==> src/shf_pkg.sv <==
// Package for the serial packet framer and settings negotiation block
package shf_pkg;
  // Packet type indicators
  localparam logic [7:0] TYPE_CMD = 8'h01;
  localparam logic [7:0] TYPE_ACL = 8'h02;
  localparam logic [7:0] TYPE_SCO = 8'h03;
  localparam logic [7:0] TYPE_EVT = 8'h04;
  localparam logic [7:0] TYPE_ERR = 8'h05;
  localparam logic [7:0] TYPE_NEG = 8'h06;
  // Settings byte field positions
  localparam int STOP_BIT = 2;
  localparam int PAR_EN_BIT = 3;
  localparam int PAR_TYPE_BIT = 4;
  localparam int ACK_LSB = 5;
  // Acknowledge codes
  localparam logic [2:0] ACK_REQ = 3'h0;
  localparam logic [2:0] ACK_OK = 3'h1;
  localparam logic [2:0] ACK_NAK = 3'h2;
  // Protocol mode bits
  localparam int MODE_CRC_BIT = 0;
  localparam int MODE_DELIM_BIT = 1;
  localparam int MODE_RTS_BIT = 2;
  localparam int MODE_RTSMODE_BIT = 3;
  localparam int MODE_ERREC_BIT = 4;
  localparam int MODE_EXT_LSB = 5;
  localparam logic [7:0] MODE_DEFAULT = 8'h13;
  localparam int MAX_EXT = 7;
  // Baud rate reference and default divisor for 9600 bps
  localparam int BAUD_REF_HZ = 27648000;
  localparam int DEFAULT_BAUD_BPS = 9600;
  localparam logic [15:0] DEFAULT_DIV = 16'(BAUD_REF_HZ / DEFAULT_BAUD_BPS);
  localparam logic [7:0] DEFAULT_SETTINGS = 8'h00;
  // Negotiation packet body length after the sequence number
  localparam logic [3:0] NEG_BODY_LEN = 4'h6;
  // Link settings carried together
  typedef struct packed {
    logic [15:0] divisor;
    logic two_stop;
    logic par_en;
    logic par_even;
    logic [7:0] mode;
  } shf_cfg_t;
  // Byte stream beat
  typedef struct packed {
    logic valid;
    logic last;
    logic [7:0] data;
  } shf_beat_t;
endpackage : shf_pkg

==> src/shf_framer.sv <==
// Serial packet framer with controller-side settings negotiation
`timescale 1ns/1ps
`default_nettype none
// Notes on behaviour
// - Every packet starts with one type byte: 01 cmd, 02 ACL, 03 SCO, 04 event.
// - Commands only arrive from host; events only leave the controller.
// - Type 05 is an error message, type 06 a negotiation packet.
// - An 8-bit sequence number follows the type, incremented per new packet.
// - Body follows the sequence number; length field sizes host packets.
// - Error and negotiation packets are fixed length, negotiation plus up to 7; the block ends a received negotiation packet at the mode byte.
// - Multi-byte fields are little endian, low byte sent first.
// - Controller starts at default settings and waits for host negotiation.
// - Accepting controller echoes settings with its latency and code 001b.
// - Controller switches settings only after host's final 001b packet.
// - Unacceptable settings get new suggestions with code 010b; repeat.
// - Renegotiation may start any time and uses current settings.
// - Defaults: 9600 bps, no parity, 8 data bits, 1 stop, mode 13.
// - Settings byte: stop bit 2, parity 3, type 4, ack bits 5-7.
// - Stop 1 means two; parity enable 1 on; type 1 even, 0 odd.
// - Baud divisor N gives 27.648 MHz over N; zero is rejected.
// - Detect latency is in 100 us units.
// - Mode bit 0 appends a CRC, set by default.
// - CRC is x16+x12+x5+1, usable with either sync method.
// - Mode bit 1 selects 7E delimiters with byte stuffing, default set.
// - Mode bit 2 enables RTS/CTS; bit 3 picks flow control or resync.
// - Mode bit 4 enables error recovery, set by default.
// - Mode bits 5-7 count extra negotiation bytes.
module shf_framer
  import shf_pkg::*;
#(
  parameter logic [15:0] LOCAL_DETECT = 16'h0001,
  parameter logic [15:0] MIN_DIV = 16'h0001,
  parameter logic [7:0] SUPPORTED_MODE = 8'h1F
) (
  // Clock and reset
  input wire logic ref_clk,
  input wire logic reset,
  // Received byte stream, already deframed
  input wire shf_pkg::shf_beat_t rx_beat,
  // Outgoing payload request: type and body bytes from the controller core
  input wire logic [7:0] tx_type,
  input wire shf_pkg::shf_beat_t tx_body,
  output logic tx_body_ready,
  // Transmit byte stream to the line encoder
  output shf_pkg::shf_beat_t tx_beat,
  input wire logic tx_ready,
  // Received host packet delivered to the core
  output shf_pkg::shf_beat_t host_beat,
  output logic [7:0] host_type,
  output logic rx_bad_type,
  // Live link settings and remote latency
  output shf_pkg::shf_cfg_t link_cfg,
  output logic [15:0] remote_detect,
  output logic negotiated
);
  import shf_pkg::*;

  typedef enum logic [2:0] {
    SHF_TX_IDLE = 3'b000,
    SHF_TX_TYPE = 3'b001,
    SHF_TX_SEQ = 3'b011,
    SHF_TX_BODY = 3'b010,
    SHF_TX_NEG = 3'b110
  } shf_tx_t;

  typedef enum logic [1:0] {
    SHF_RX_TYPE = 2'b00,
    SHF_RX_SEQ = 2'b01,
    SHF_RX_BODY = 2'b11
  } shf_rx_t;

  typedef struct packed {
    shf_tx_t tx_st;
    shf_rx_t rx_st;
    logic [7:0] tx_seq;
    logic [7:0] cur_type;
    logic [3:0] tx_idx;
    logic [7:0] rx_type;
    logic [3:0] rx_idx;
    logic [3:0] rx_len;
    logic [7:0] rx_set;
    logic [15:0] rx_div;
    logic [15:0] rx_det;
    logic [7:0] rx_mode;
    logic reply_pend;
    logic [2:0] reply_ack;
    shf_cfg_t reply_cfg;
    logic wait_final;
    shf_cfg_t pend_cfg;
    shf_cfg_t live_cfg;
    logic [15:0] rem_det;
    logic done;
    shf_beat_t tx_out;
    shf_beat_t host_out;
    logic [7:0] host_typ;
    logic bad_type;
    logic body_rdy;
  } shf_state_t;

  shf_state_t st;
  shf_state_t next_st;

  // Negotiation reply bytes, low byte first on multi-byte fields
  function automatic logic [7:0] neg_byte(input logic [3:0] idx,
                                          input shf_cfg_t c,
                                          input logic [2:0] ack);
    logic [7:0] b;
    b = 8'h00;
    unique case (idx)
      4'h0: begin
        b[STOP_BIT] = c.two_stop;
        b[PAR_EN_BIT] = c.par_en;
        b[PAR_TYPE_BIT] = c.par_even;
        b[ACK_LSB +: 3] = ack;
      end
      4'h1: b = c.divisor[7:0];
      4'h2: b = c.divisor[15:8];
      4'h3: b = LOCAL_DETECT[7:0];
      4'h4: b = LOCAL_DETECT[15:8];
      4'h5: b = {3'h0, c.mode[4:0]};
      default: b = 8'h00;
    endcase
    return b;
  endfunction : neg_byte

  shf_cfg_t default_cfg;
  shf_cfg_t sugg_cfg;
  logic [2:0] rx_ack;
  logic [15:0] fin_div;
  logic [7:0] fin_mode;
  logic accept;
  logic tx_take;

  // Default link settings, entered at reset
  always_comb begin
    default_cfg = '0;
    default_cfg.divisor = DEFAULT_DIV;
    default_cfg.mode = MODE_DEFAULT;
  end

  // Decision on a completed negotiation packet
  always_comb begin
    rx_ack = st.rx_set[ACK_LSB +: 3];
    fin_div = {rx_beat.data, st.rx_div[7:0]};
    fin_mode = st.rx_mode;
    // Reserved codes and zero or too fast divisors are not acceptable
    accept = (rx_ack <= ACK_NAK) && (st.rx_div != 16'h0000)
             && (st.rx_div >= MIN_DIV)
             && ((st.rx_mode & ~SUPPORTED_MODE & 8'h1F) == 8'h00);
    sugg_cfg = st.live_cfg;
    sugg_cfg.divisor = (st.rx_div < MIN_DIV) ? MIN_DIV : st.rx_div;
    sugg_cfg.mode = (st.rx_mode & SUPPORTED_MODE) | MODE_DEFAULT;
    sugg_cfg.mode[MODE_EXT_LSB +: 3] = 3'h0;
  end

  assign tx_take = !st.tx_out.valid || tx_ready;

  // Next-state logic for both directions
  always_comb begin
    next_st = st;
    next_st.bad_type = 1'b0;
    next_st.host_out.valid = 1'b0;
    next_st.body_rdy = 1'b0;
    if (tx_ready) begin
      next_st.tx_out.valid = 1'b0;
    end
    // Receive side: type, sequence number, then body
    if (rx_beat.valid) begin
      unique case (st.rx_st)
        SHF_RX_TYPE: begin
          next_st.rx_type = rx_beat.data;
          next_st.rx_idx = 4'h0;
          next_st.rx_len = NEG_BODY_LEN;
          // Events and unknown types never come from the host
          if (rx_beat.data == TYPE_EVT || rx_beat.data == 8'h00 ||
              rx_beat.data > TYPE_NEG) begin
            next_st.bad_type = 1'b1;
          end else begin
            next_st.rx_st = SHF_RX_SEQ;
          end
        end
        SHF_RX_SEQ: next_st.rx_st = SHF_RX_BODY;
        SHF_RX_BODY: begin
          next_st.rx_idx = st.rx_idx + 4'h1;
          if (st.rx_type == TYPE_NEG) begin
            unique case (st.rx_idx)
              4'h0: next_st.rx_set = rx_beat.data;
              4'h1: next_st.rx_div[7:0] = rx_beat.data;
              4'h2: next_st.rx_div[15:8] = rx_beat.data;
              4'h3: next_st.rx_det[7:0] = rx_beat.data;
              4'h4: next_st.rx_det[15:8] = rx_beat.data;
              4'h5: begin
                next_st.rx_mode = rx_beat.data;
                // Expansion count goes into rx_len, but the packet still ends at the mode byte
                next_st.rx_len = NEG_BODY_LEN +
                  {1'b0, rx_beat.data[MODE_EXT_LSB +: 3]};
              end
              default: ;
            endcase
            if (st.rx_idx == st.rx_len - 4'h1 && st.rx_idx >= 4'h5) begin
              next_st.rx_st = SHF_RX_TYPE;
            end
          end else begin
            // Host packets pass through; the core tracks the length field
            next_st.host_out = '{valid: 1'b1, last: rx_beat.last,
                                 data: rx_beat.data};
            next_st.host_typ = st.rx_type;
            if (rx_beat.last) begin
              next_st.rx_st = SHF_RX_TYPE;
            end
          end
          if (rx_beat.last) begin
            next_st.rx_st = SHF_RX_TYPE;
          end
        end
        default: next_st.rx_st = SHF_RX_TYPE;
      endcase
    end
    // Mode byte seen: act on the negotiation packet once
    if (rx_beat.valid && st.rx_st == SHF_RX_BODY && st.rx_type == TYPE_NEG
        && st.rx_idx == 4'h5) begin
      next_st.rem_det = st.rx_det;
      if (rx_ack == ACK_OK && st.wait_final) begin
        next_st.live_cfg = st.pend_cfg;
        next_st.wait_final = 1'b0;
        next_st.done = 1'b1;
      end else if (accept && rx_ack != ACK_OK) begin
        next_st.pend_cfg.divisor = st.rx_div;
        next_st.pend_cfg.two_stop = st.rx_set[STOP_BIT];
        next_st.pend_cfg.par_en = st.rx_set[PAR_EN_BIT];
        next_st.pend_cfg.par_even = st.rx_set[PAR_TYPE_BIT];
        next_st.pend_cfg.mode = rx_beat.data;
        next_st.reply_cfg = next_st.pend_cfg;
        next_st.reply_ack = ACK_OK;
        next_st.reply_pend = 1'b1;
        next_st.wait_final = 1'b1;
        next_st.done = 1'b0;
      end else if (rx_ack != ACK_OK) begin
        next_st.reply_cfg = sugg_cfg;
        next_st.reply_ack = ACK_NAK;
        next_st.reply_pend = 1'b1;
        next_st.wait_final = 1'b0;
      end
    end
    // Transmit side
    if (tx_take) begin
      unique case (st.tx_st)
        SHF_TX_IDLE: begin
          if (st.reply_pend) begin
            next_st.cur_type = TYPE_NEG;
            next_st.tx_st = SHF_TX_TYPE;
          end else if (tx_body.valid && !st.body_rdy && tx_type != TYPE_CMD
                       && tx_type != 8'h00 && tx_type <= TYPE_ERR
                       && st.done) begin
            next_st.cur_type = tx_type;
            next_st.tx_st = SHF_TX_TYPE;
          end
        end
        SHF_TX_TYPE: begin
          next_st.tx_out = '{valid: 1'b1, last: 1'b0, data: st.cur_type};
          next_st.tx_st = SHF_TX_SEQ;
        end
        SHF_TX_SEQ: begin
          next_st.tx_out = '{valid: 1'b1, last: 1'b0, data: st.tx_seq};
          next_st.tx_seq = st.tx_seq + 8'h01;
          next_st.tx_idx = 4'h0;
          next_st.tx_st = (st.cur_type == TYPE_NEG) ? SHF_TX_NEG
                                                    : SHF_TX_BODY;
        end
        SHF_TX_BODY: begin
          // One body byte per accepted beat from the core; while the ready
          // pulse stands the core still shows the byte already taken
          if (tx_body.valid && !st.body_rdy) begin
            next_st.tx_out = tx_body;
            next_st.body_rdy = 1'b1;
            if (tx_body.last) begin
              next_st.tx_st = SHF_TX_IDLE;
            end
          end
        end
        SHF_TX_NEG: begin
          next_st.tx_out = '{valid: 1'b1,
                             last: st.tx_idx == NEG_BODY_LEN - 4'h1,
                             data: neg_byte(st.tx_idx, st.reply_cfg,
                                            st.reply_ack)};
          next_st.tx_idx = st.tx_idx + 4'h1;
          if (st.tx_idx == NEG_BODY_LEN - 4'h1) begin
            next_st.reply_pend = 1'b0;
            next_st.tx_st = SHF_TX_IDLE;
          end
        end
        default: next_st.tx_st = SHF_TX_IDLE;
      endcase
    end
    // Body ready only pulses while the byte is really taken
    if (!(tx_take && st.tx_st == SHF_TX_BODY)) begin
      next_st.body_rdy = 1'b0;
    end
  end

  // State register; controller begins at defaults waiting for the host
  always_ff @(posedge ref_clk) begin
    if (reset) begin
      st <= '0;
      st.live_cfg <= default_cfg;
      st.pend_cfg <= default_cfg;
      st.reply_cfg <= default_cfg;
    end else begin
      st <= next_st;
    end
  end

  // Registered outputs
  always_comb begin
    tx_beat = st.tx_out;
    tx_body_ready = st.body_rdy;
    host_beat = st.host_out;
    host_type = st.host_typ;
    rx_bad_type = st.bad_type;
    link_cfg = st.live_cfg;
    remote_detect = st.rem_det;
    negotiated = st.done;
  end
endmodule : shf_framer
`default_nettype wire

==> config.mk <==
export PLATFORM = sky130hd
export DESIGN_NAME = shf_framer
export DESIGN_NICKNAME = d
export VERILOG_FILES = /design/src/shf_pkg.sv /design/src/shf_framer.sv
export SDC_FILE = /design/constraint.sdc
export NUM_CORES = 1
export LEC_CHECK = 0
export ABC_AREA = 0
export BUFFER_PORTS_ARGS = -buffer_cell sky130_fd_sc_hd__buf_2
export CAP_MARGIN = 20
export CORE_UTILIZATION = 58
export DETAILED_ROUTE_END_ITERATION = 16
export PLACE_DENSITY_LB_ADDON = 0.12
export SYNTH_ARGS = -nofsm -noshare
export SYNTH_HDL_FRONTEND = slang
export SYNTH_SLANG_ARGS = --single-unit
==> constraint.sdc <==
create_clock -name ref_clk -period 2.8 [get_ports ref_clk]
set_input_delay 0.42 -clock ref_clk [delete_from_list [all_inputs] [get_ports ref_clk]]
set_output_delay 0.42 -clock ref_clk [all_outputs]
set_load 0.01 [all_outputs]
After elaboration in Yosys (flattened, before gate mapping):

Index checks and enable logic that the tools add are counted.

* bitwise operators: 8
* muxes and demuxes: 47
* add/sub/neg operators: 5
* order comparisons: 6
* reductions and logical operators: 57
* equal/unequal tests: 31

Operators with widths (number)
* two-way mux 103 bit: 1
* two-way mux 27 bit: 3
* two-way mux 32 bit: 2
* two-way mux 8 bit: 8
* two-way mux 52 bit: 1
* case mux 10 bit (4 select lines): 1
* AND reduction 4 bit: 8
* two-way mux 31 bit: 1
* == test 8 x 3 -> 1 bit (second input constant): 3
* case mux 6 bit (4 select lines): 1
* two-way mux 10 bit: 2
* two-way mux 18 bit: 1
* two-way mux 3 bit: 6
* == test 4 x 2 -> 1 bit (second input constant): 4
* greater-or-equal comparator 16 x 1 -> 1 bit (second input constant): 1
* < comparator 16 x 1 -> 1 bit (second input constant): 1
* two-way mux 16 bit: 1
* case mux 8 bit (2 select lines): 1
* nonzero test 16 bit: 1
* case mux 3 bit (5 select lines): 1
* AND reduction 3 bit: 5
* logical AND 1 bit: 14
* AND reduction 2 bit: 7
* == test 4 x 3 -> 1 bit (second input constant): 3
* 40 further kinds: 77

* logic and storage cells: 197
* output and inout port bits: 74
* bits of input ports: 31
* register bits after elaboration: 222

Longest topological paths before layout:

* word-level depth: 10
* gate-level depth with buffers: 9
* depth with buffers taken out: 7

Worst setup path after synthesis:

No wires, ideal clock.

* kind: input to register
* start point: input port rx_beat[6] (netlist bit)
* end point: register st[218] (netlist bit)
* setup time: 0.124 ns
* required time: 2.676 ns
* cell stages on the path: 8
* path buffers: 1
* slack: 0.407 ns
* arrival: 2.269 ns
* cell sequence: clkbuf_1 inv_1 ha_1 or4b_2 o41ai_1 mux2i_1 a31oi_1 o31ai_1

* word-level cells in the longest chain between the ends: 5
* elaborated cells between the ends (all ways): 7
* those cells by class: order compare: 1; eq/ne: 2; reduce/logical: 4

RTL lines
* start, declared: line shf_framer.sv:39 `input wire shf_pkg::shf_beat_t rx_beat,`
* branches (longest 2 deep; another with greater-than comparator 8 x 3 -> 1 bit)
* logical OR 1 bit (*): line shf_framer.sv:175 `if (rx_beat.data == TYPE_EVT || rx_beat.data == 8'h00 ||`
* != test 2 bit (no source line) (*)
* AND reduction 4 bit (no source line) (*)
* end signal, assigned: line shf_framer.sv:309 `st <= next_st;`
* end, declared: line shf_framer.sv:100 `shf_state_t st;`

Mark *: on every way between the ends.
A chain may end at the register's enable or synchronous reset.

Final worst setup path:

* start point: register st[193] (netlist bit)
* end point: register st[132] (netlist bit)

* word-level cells in the longest chain between the ends: 7

RTL lines
* == test 8 x 3 -> 1 bit (*): line shf_framer.sv:220 `if (rx_beat.valid && st.rx_st == SHF_RX_BODY && st.rx_type == TYPE_NEG`
* logical AND 1 bit (*): line shf_framer.sv:220
* logical AND 1 bit (*): line shf_framer.sv:221 `&& st.rx_idx == 4'h5) begin`
* two-way mux 103 bit (*): line shf_framer.sv:220
* two-way mux 1 bit: line shf_framer.sv:287 `if (st.tx_idx == NEG_BODY_LEN - 4'h1) begin`
* two-way mux 1 bit: line shf_framer.sv:247 `unique case (st.tx_st)`
* two-way mux 1 bit (*): line shf_framer.sv:246 `if (tx_take) begin`

Mark *: on every way between the ends. The rest lies on a longest branch, timed or not.

==> results.py <==
metrics = {
    "synth": {
        "ys_types": 59,
        "ys_seq_elements": 210,
        "yosysTopAreaCell": "dfxtp_1",
        "syn_area_um2": 9010,
        "synth_edf_count": 0,
        "yosysWarnings": 0,
        "syn_avg_cell_area_um2": 8.27,
        "yosys-top-cells-area": "dfxtp_1, nand2_1, a21oi_1",
        "ys_seq_area_share_pct": 46.7,
        "async_reset_ff_share_pct": 0,
        "synth_nets": 1135,
        "synth_commonest_cells": "nand2_1, dfxtp_1, a21oi_1",
        "synth_top_area_share_pct": 46.7,
        "synth.most_common_cell": "nand2_1",
        "synthFlopType": "dfxtp_1",
        "syn_inst": 1089,
    },
    "global_route": {
        "antenna_found_initial": 0,
        "grt_pass1_wl_um": 34200,
        "grt_pass1_vias": 6763,
        "grt_max_degree": 91,
        "grt_usage_pct": 26.4,
        "grt.overflow.total": 0,
    },
    "sta": {
        "post-route-period-util_pct": 84.8,
        "hold_viol": 0,
        "rsz0062_at_grt": "no",
        "setup-violations-final": 0,
        "max_freq_mhz": 421,
        "holdWs_ns": 0.175,
        "slew_viol_final": 0,
        "relSlewSlack_pct": 44.4,
        "tightest_slew_ns": 0.832,
        "fin_crit_ns": 2.37,
        "fin_tns_setup_ns": 0,
        "finClkSkew_ns": 0.0191,
    },
    "power_and_ir_drop": {
        "total_power_uw": 6020,
        "p_per_area_nw_per_um2": 606,
        "p_leak_uw": 0.00391,
        "peakVddDrop_uv": 390,
    },
    "place": {
        "place.gp.congestion": 0.873,
        "dp_hpwl_um": 14100,
        "port_buffers": 104,
    },
    "clocking": {
        "clk_latency_ns": 0.51,
        "cts_resized": 0,
        "numCtsBuffers": 22,
        "post_cts_buffers": 0,
        "ctsHoldBuffers": 0,
        "clkTransAtPathRegs_ns": 0.06,
        "cts.sinks": 210,
        "cts_tree": "done",
        "root_buffer": "clkbuf_16",
        "htree_levels": 1,
        "clock_path_buffers": 3,
    },
    "worst_hold_path": {
        "hold_path.startpoint": "rx_beat[8]",
        "hold_path_depth": 3,
        "min_path_type": "primary input to flip-flop",
        "holdPathEnd": "host_beat[8]",
    },
    "setup_path": {
        "cpLargestDelayFamily": "simple AND/OR/NAND/NOR gates",
        "r2r_cells": 6,
        "cp.arrival_ns": 2.78,
        "r2r_slack_ns": 0.43,
        "slowest_stage": "or4_1",
        "r2r-end": "st[132]",
        "worst_setup_path_start_kind": "flip-flop",
        "cp_max_fo": 27,
        "cp_cell_sequence": "or4_1 -> or4_4 -> nor2_4 -> buf_12 -> nor2_1 -> a211oi_1",
        "r2r_start": "st[193]",
        "slowest_delay_ns": 0.69,
        "end_kind": "flip-flop",
        "crit_type": "flip-flop to flip-flop",
        "critPathBufInv": 1,
        "required_ns": 3.21,
    },
    "floorplanning": {
        "die_h_um": 127,
        "die_w_um": 127,
        "top_level_ports": 105,
        "die-area_um2": 16000,
        "core_um2": 15200,
        "start_util_pct": 59.3,
        "num_rows": 45,
    },
    "route": {
        "vias": 7388,
        "routed_via_density": 5.65,
        "drtAntennaViolNets": 0,
        "wl_um": 21100,
        "met1_length_um": 9780,
        "drt_iter0_drc": 474,
        "wl_per_cell_um": 16.2,
        "route.met2.wl_um": 9840,
        "top_layer": "met4",
        "drcViolationCount": 0,
        "drt-pass1-iter-count": 5,
        "route.met3.wl_um": 974,
    },
    "final_layout": {
        "syn2layout_area_growth_pct": 10.2,
        "drive_gt1_share_pct": 17.7,
        "fillers": 1378,
        "utilization_pct": 65.3,
        "nNetsFinal": 1151,
        "antenna_cells": 0,
    },
    "flow_run": {
        "cap_violations": 0,
    },
    "outcome": {
        "outcome": "finished clean",
    },
}
## report_power, final
part           switching (µW)  internal (µW)
logic                     124           48.4
registers                8.17           3000
clock network            1160           1690
total                    1290           4730
## cell usage in the layout, fill, tap and decap left out, drive strengths merged, types with 3 or more instances in the layout
cell type and count:
nand2 251, dfxtp 210, a21oi 146, buf 134, nand3 64, nor2 51, clkbuf 36, inv 16
ha 15, o21ai 14, nor3 13, nor2b 12, a22oi 12, a221oi 12, nand2b 11, a22o 11
mux2i 10, nor4 9, and2 8, mux2 8, xor2 7, a211oi 7, nand4 6, nor3b 5
xnor2 5, and3 4, o31ai 3, a31oi 3, nand3b 3, o22ai 3, or4 3
## state kept, by name, summed over array words and instances, names as in the netlist
| name | flops |
|---|---|
| fin_mode | 2 |
| st | 123 |
| fin_div | 8 |
| rx_bad_type | 1 |
| host_beat | 10 |
| tx_body_ready | 1 |
| link_cfg | 27 |
| negotiated | 1 |
| host_type | 8 |
| rx_ack | 3 |
| remote_detect | 16 |
| tx_beat | 10 |
## how the worst max path moves through the flow
| stage | startpoint | to | slack (ns) | depth (start not counted) |
|---|---|---|---|---|
| 2_1_floorplan | rx_beat[6] | st[218] | 0.41 | 8 |
| 3_3_place_gp | st[197] | tx_beat[1] | 0.49 | 7 |
| 3_5_place_dp | st[193] | st[99] | 0.43 | 6 |
| 4_1_cts | st[193] | st[132] | 0.42 | 6 |
| 5_1_grt | st[197] | tx_beat[1] | 0.24 | 7 |
| 6_report | st[193] | st[132] | 0.43 | 6 |
## logic make-up (layout without fill, tap and decap cells)
kind of cell,after synthesis,count (layout),synth area share (%)
AO/OA/AOI/OAI,229,229,15.7
XOR/XNOR,12,12,1.17
adder cells (fa/ha/maj),15,15,2.08
buffers and inverters,158,188,9.91
flip-flops,210,210,46.7
multiplexers,18,18,2.11
AND/OR/NAND/NOR,447,447,22.4
## layer usage
metal	global-route usage [%]	vias to the layer above
met5	0	-
met4	10.2	0
met3	3.29	40
met2	44.1	191
met1	34.8	3482
li1	-	3675
## final cells by class
class	count	area [µm²]	share of cell area (%)
tap	188	235	2.37
multi-input combinational	721	3930	39.6
inverter	16	60.1	0.605
clock buffer	36	693	6.98
clock inverter	2	25.0	0.252
timing repair buffer	134	786	7.91
sequential	210	4200	42.3
## worst register-to-register path, delay by kind of cell (launching register included)
kind | cells | cell delay [ns]
compound gates | 1 | 0.23
buf+inv | 1 | 0.18
flops | 1 | 0.32
simple gates | 4 | 1.56
## through the flow
step           std cells  instance area [µm²]  setup slack (ns)
3_5_place_dp        1269                 9210             0.434
2_1_floorplan       1089                 9010             0.407
5_1_grt             1307                 9930             0.243
3_3_place_gp        1269                 9210             0.492
4_1_cts             1307                 9930             0.417
6_report            1307                 9930             0.426
(Power assumes the default switching activity.)
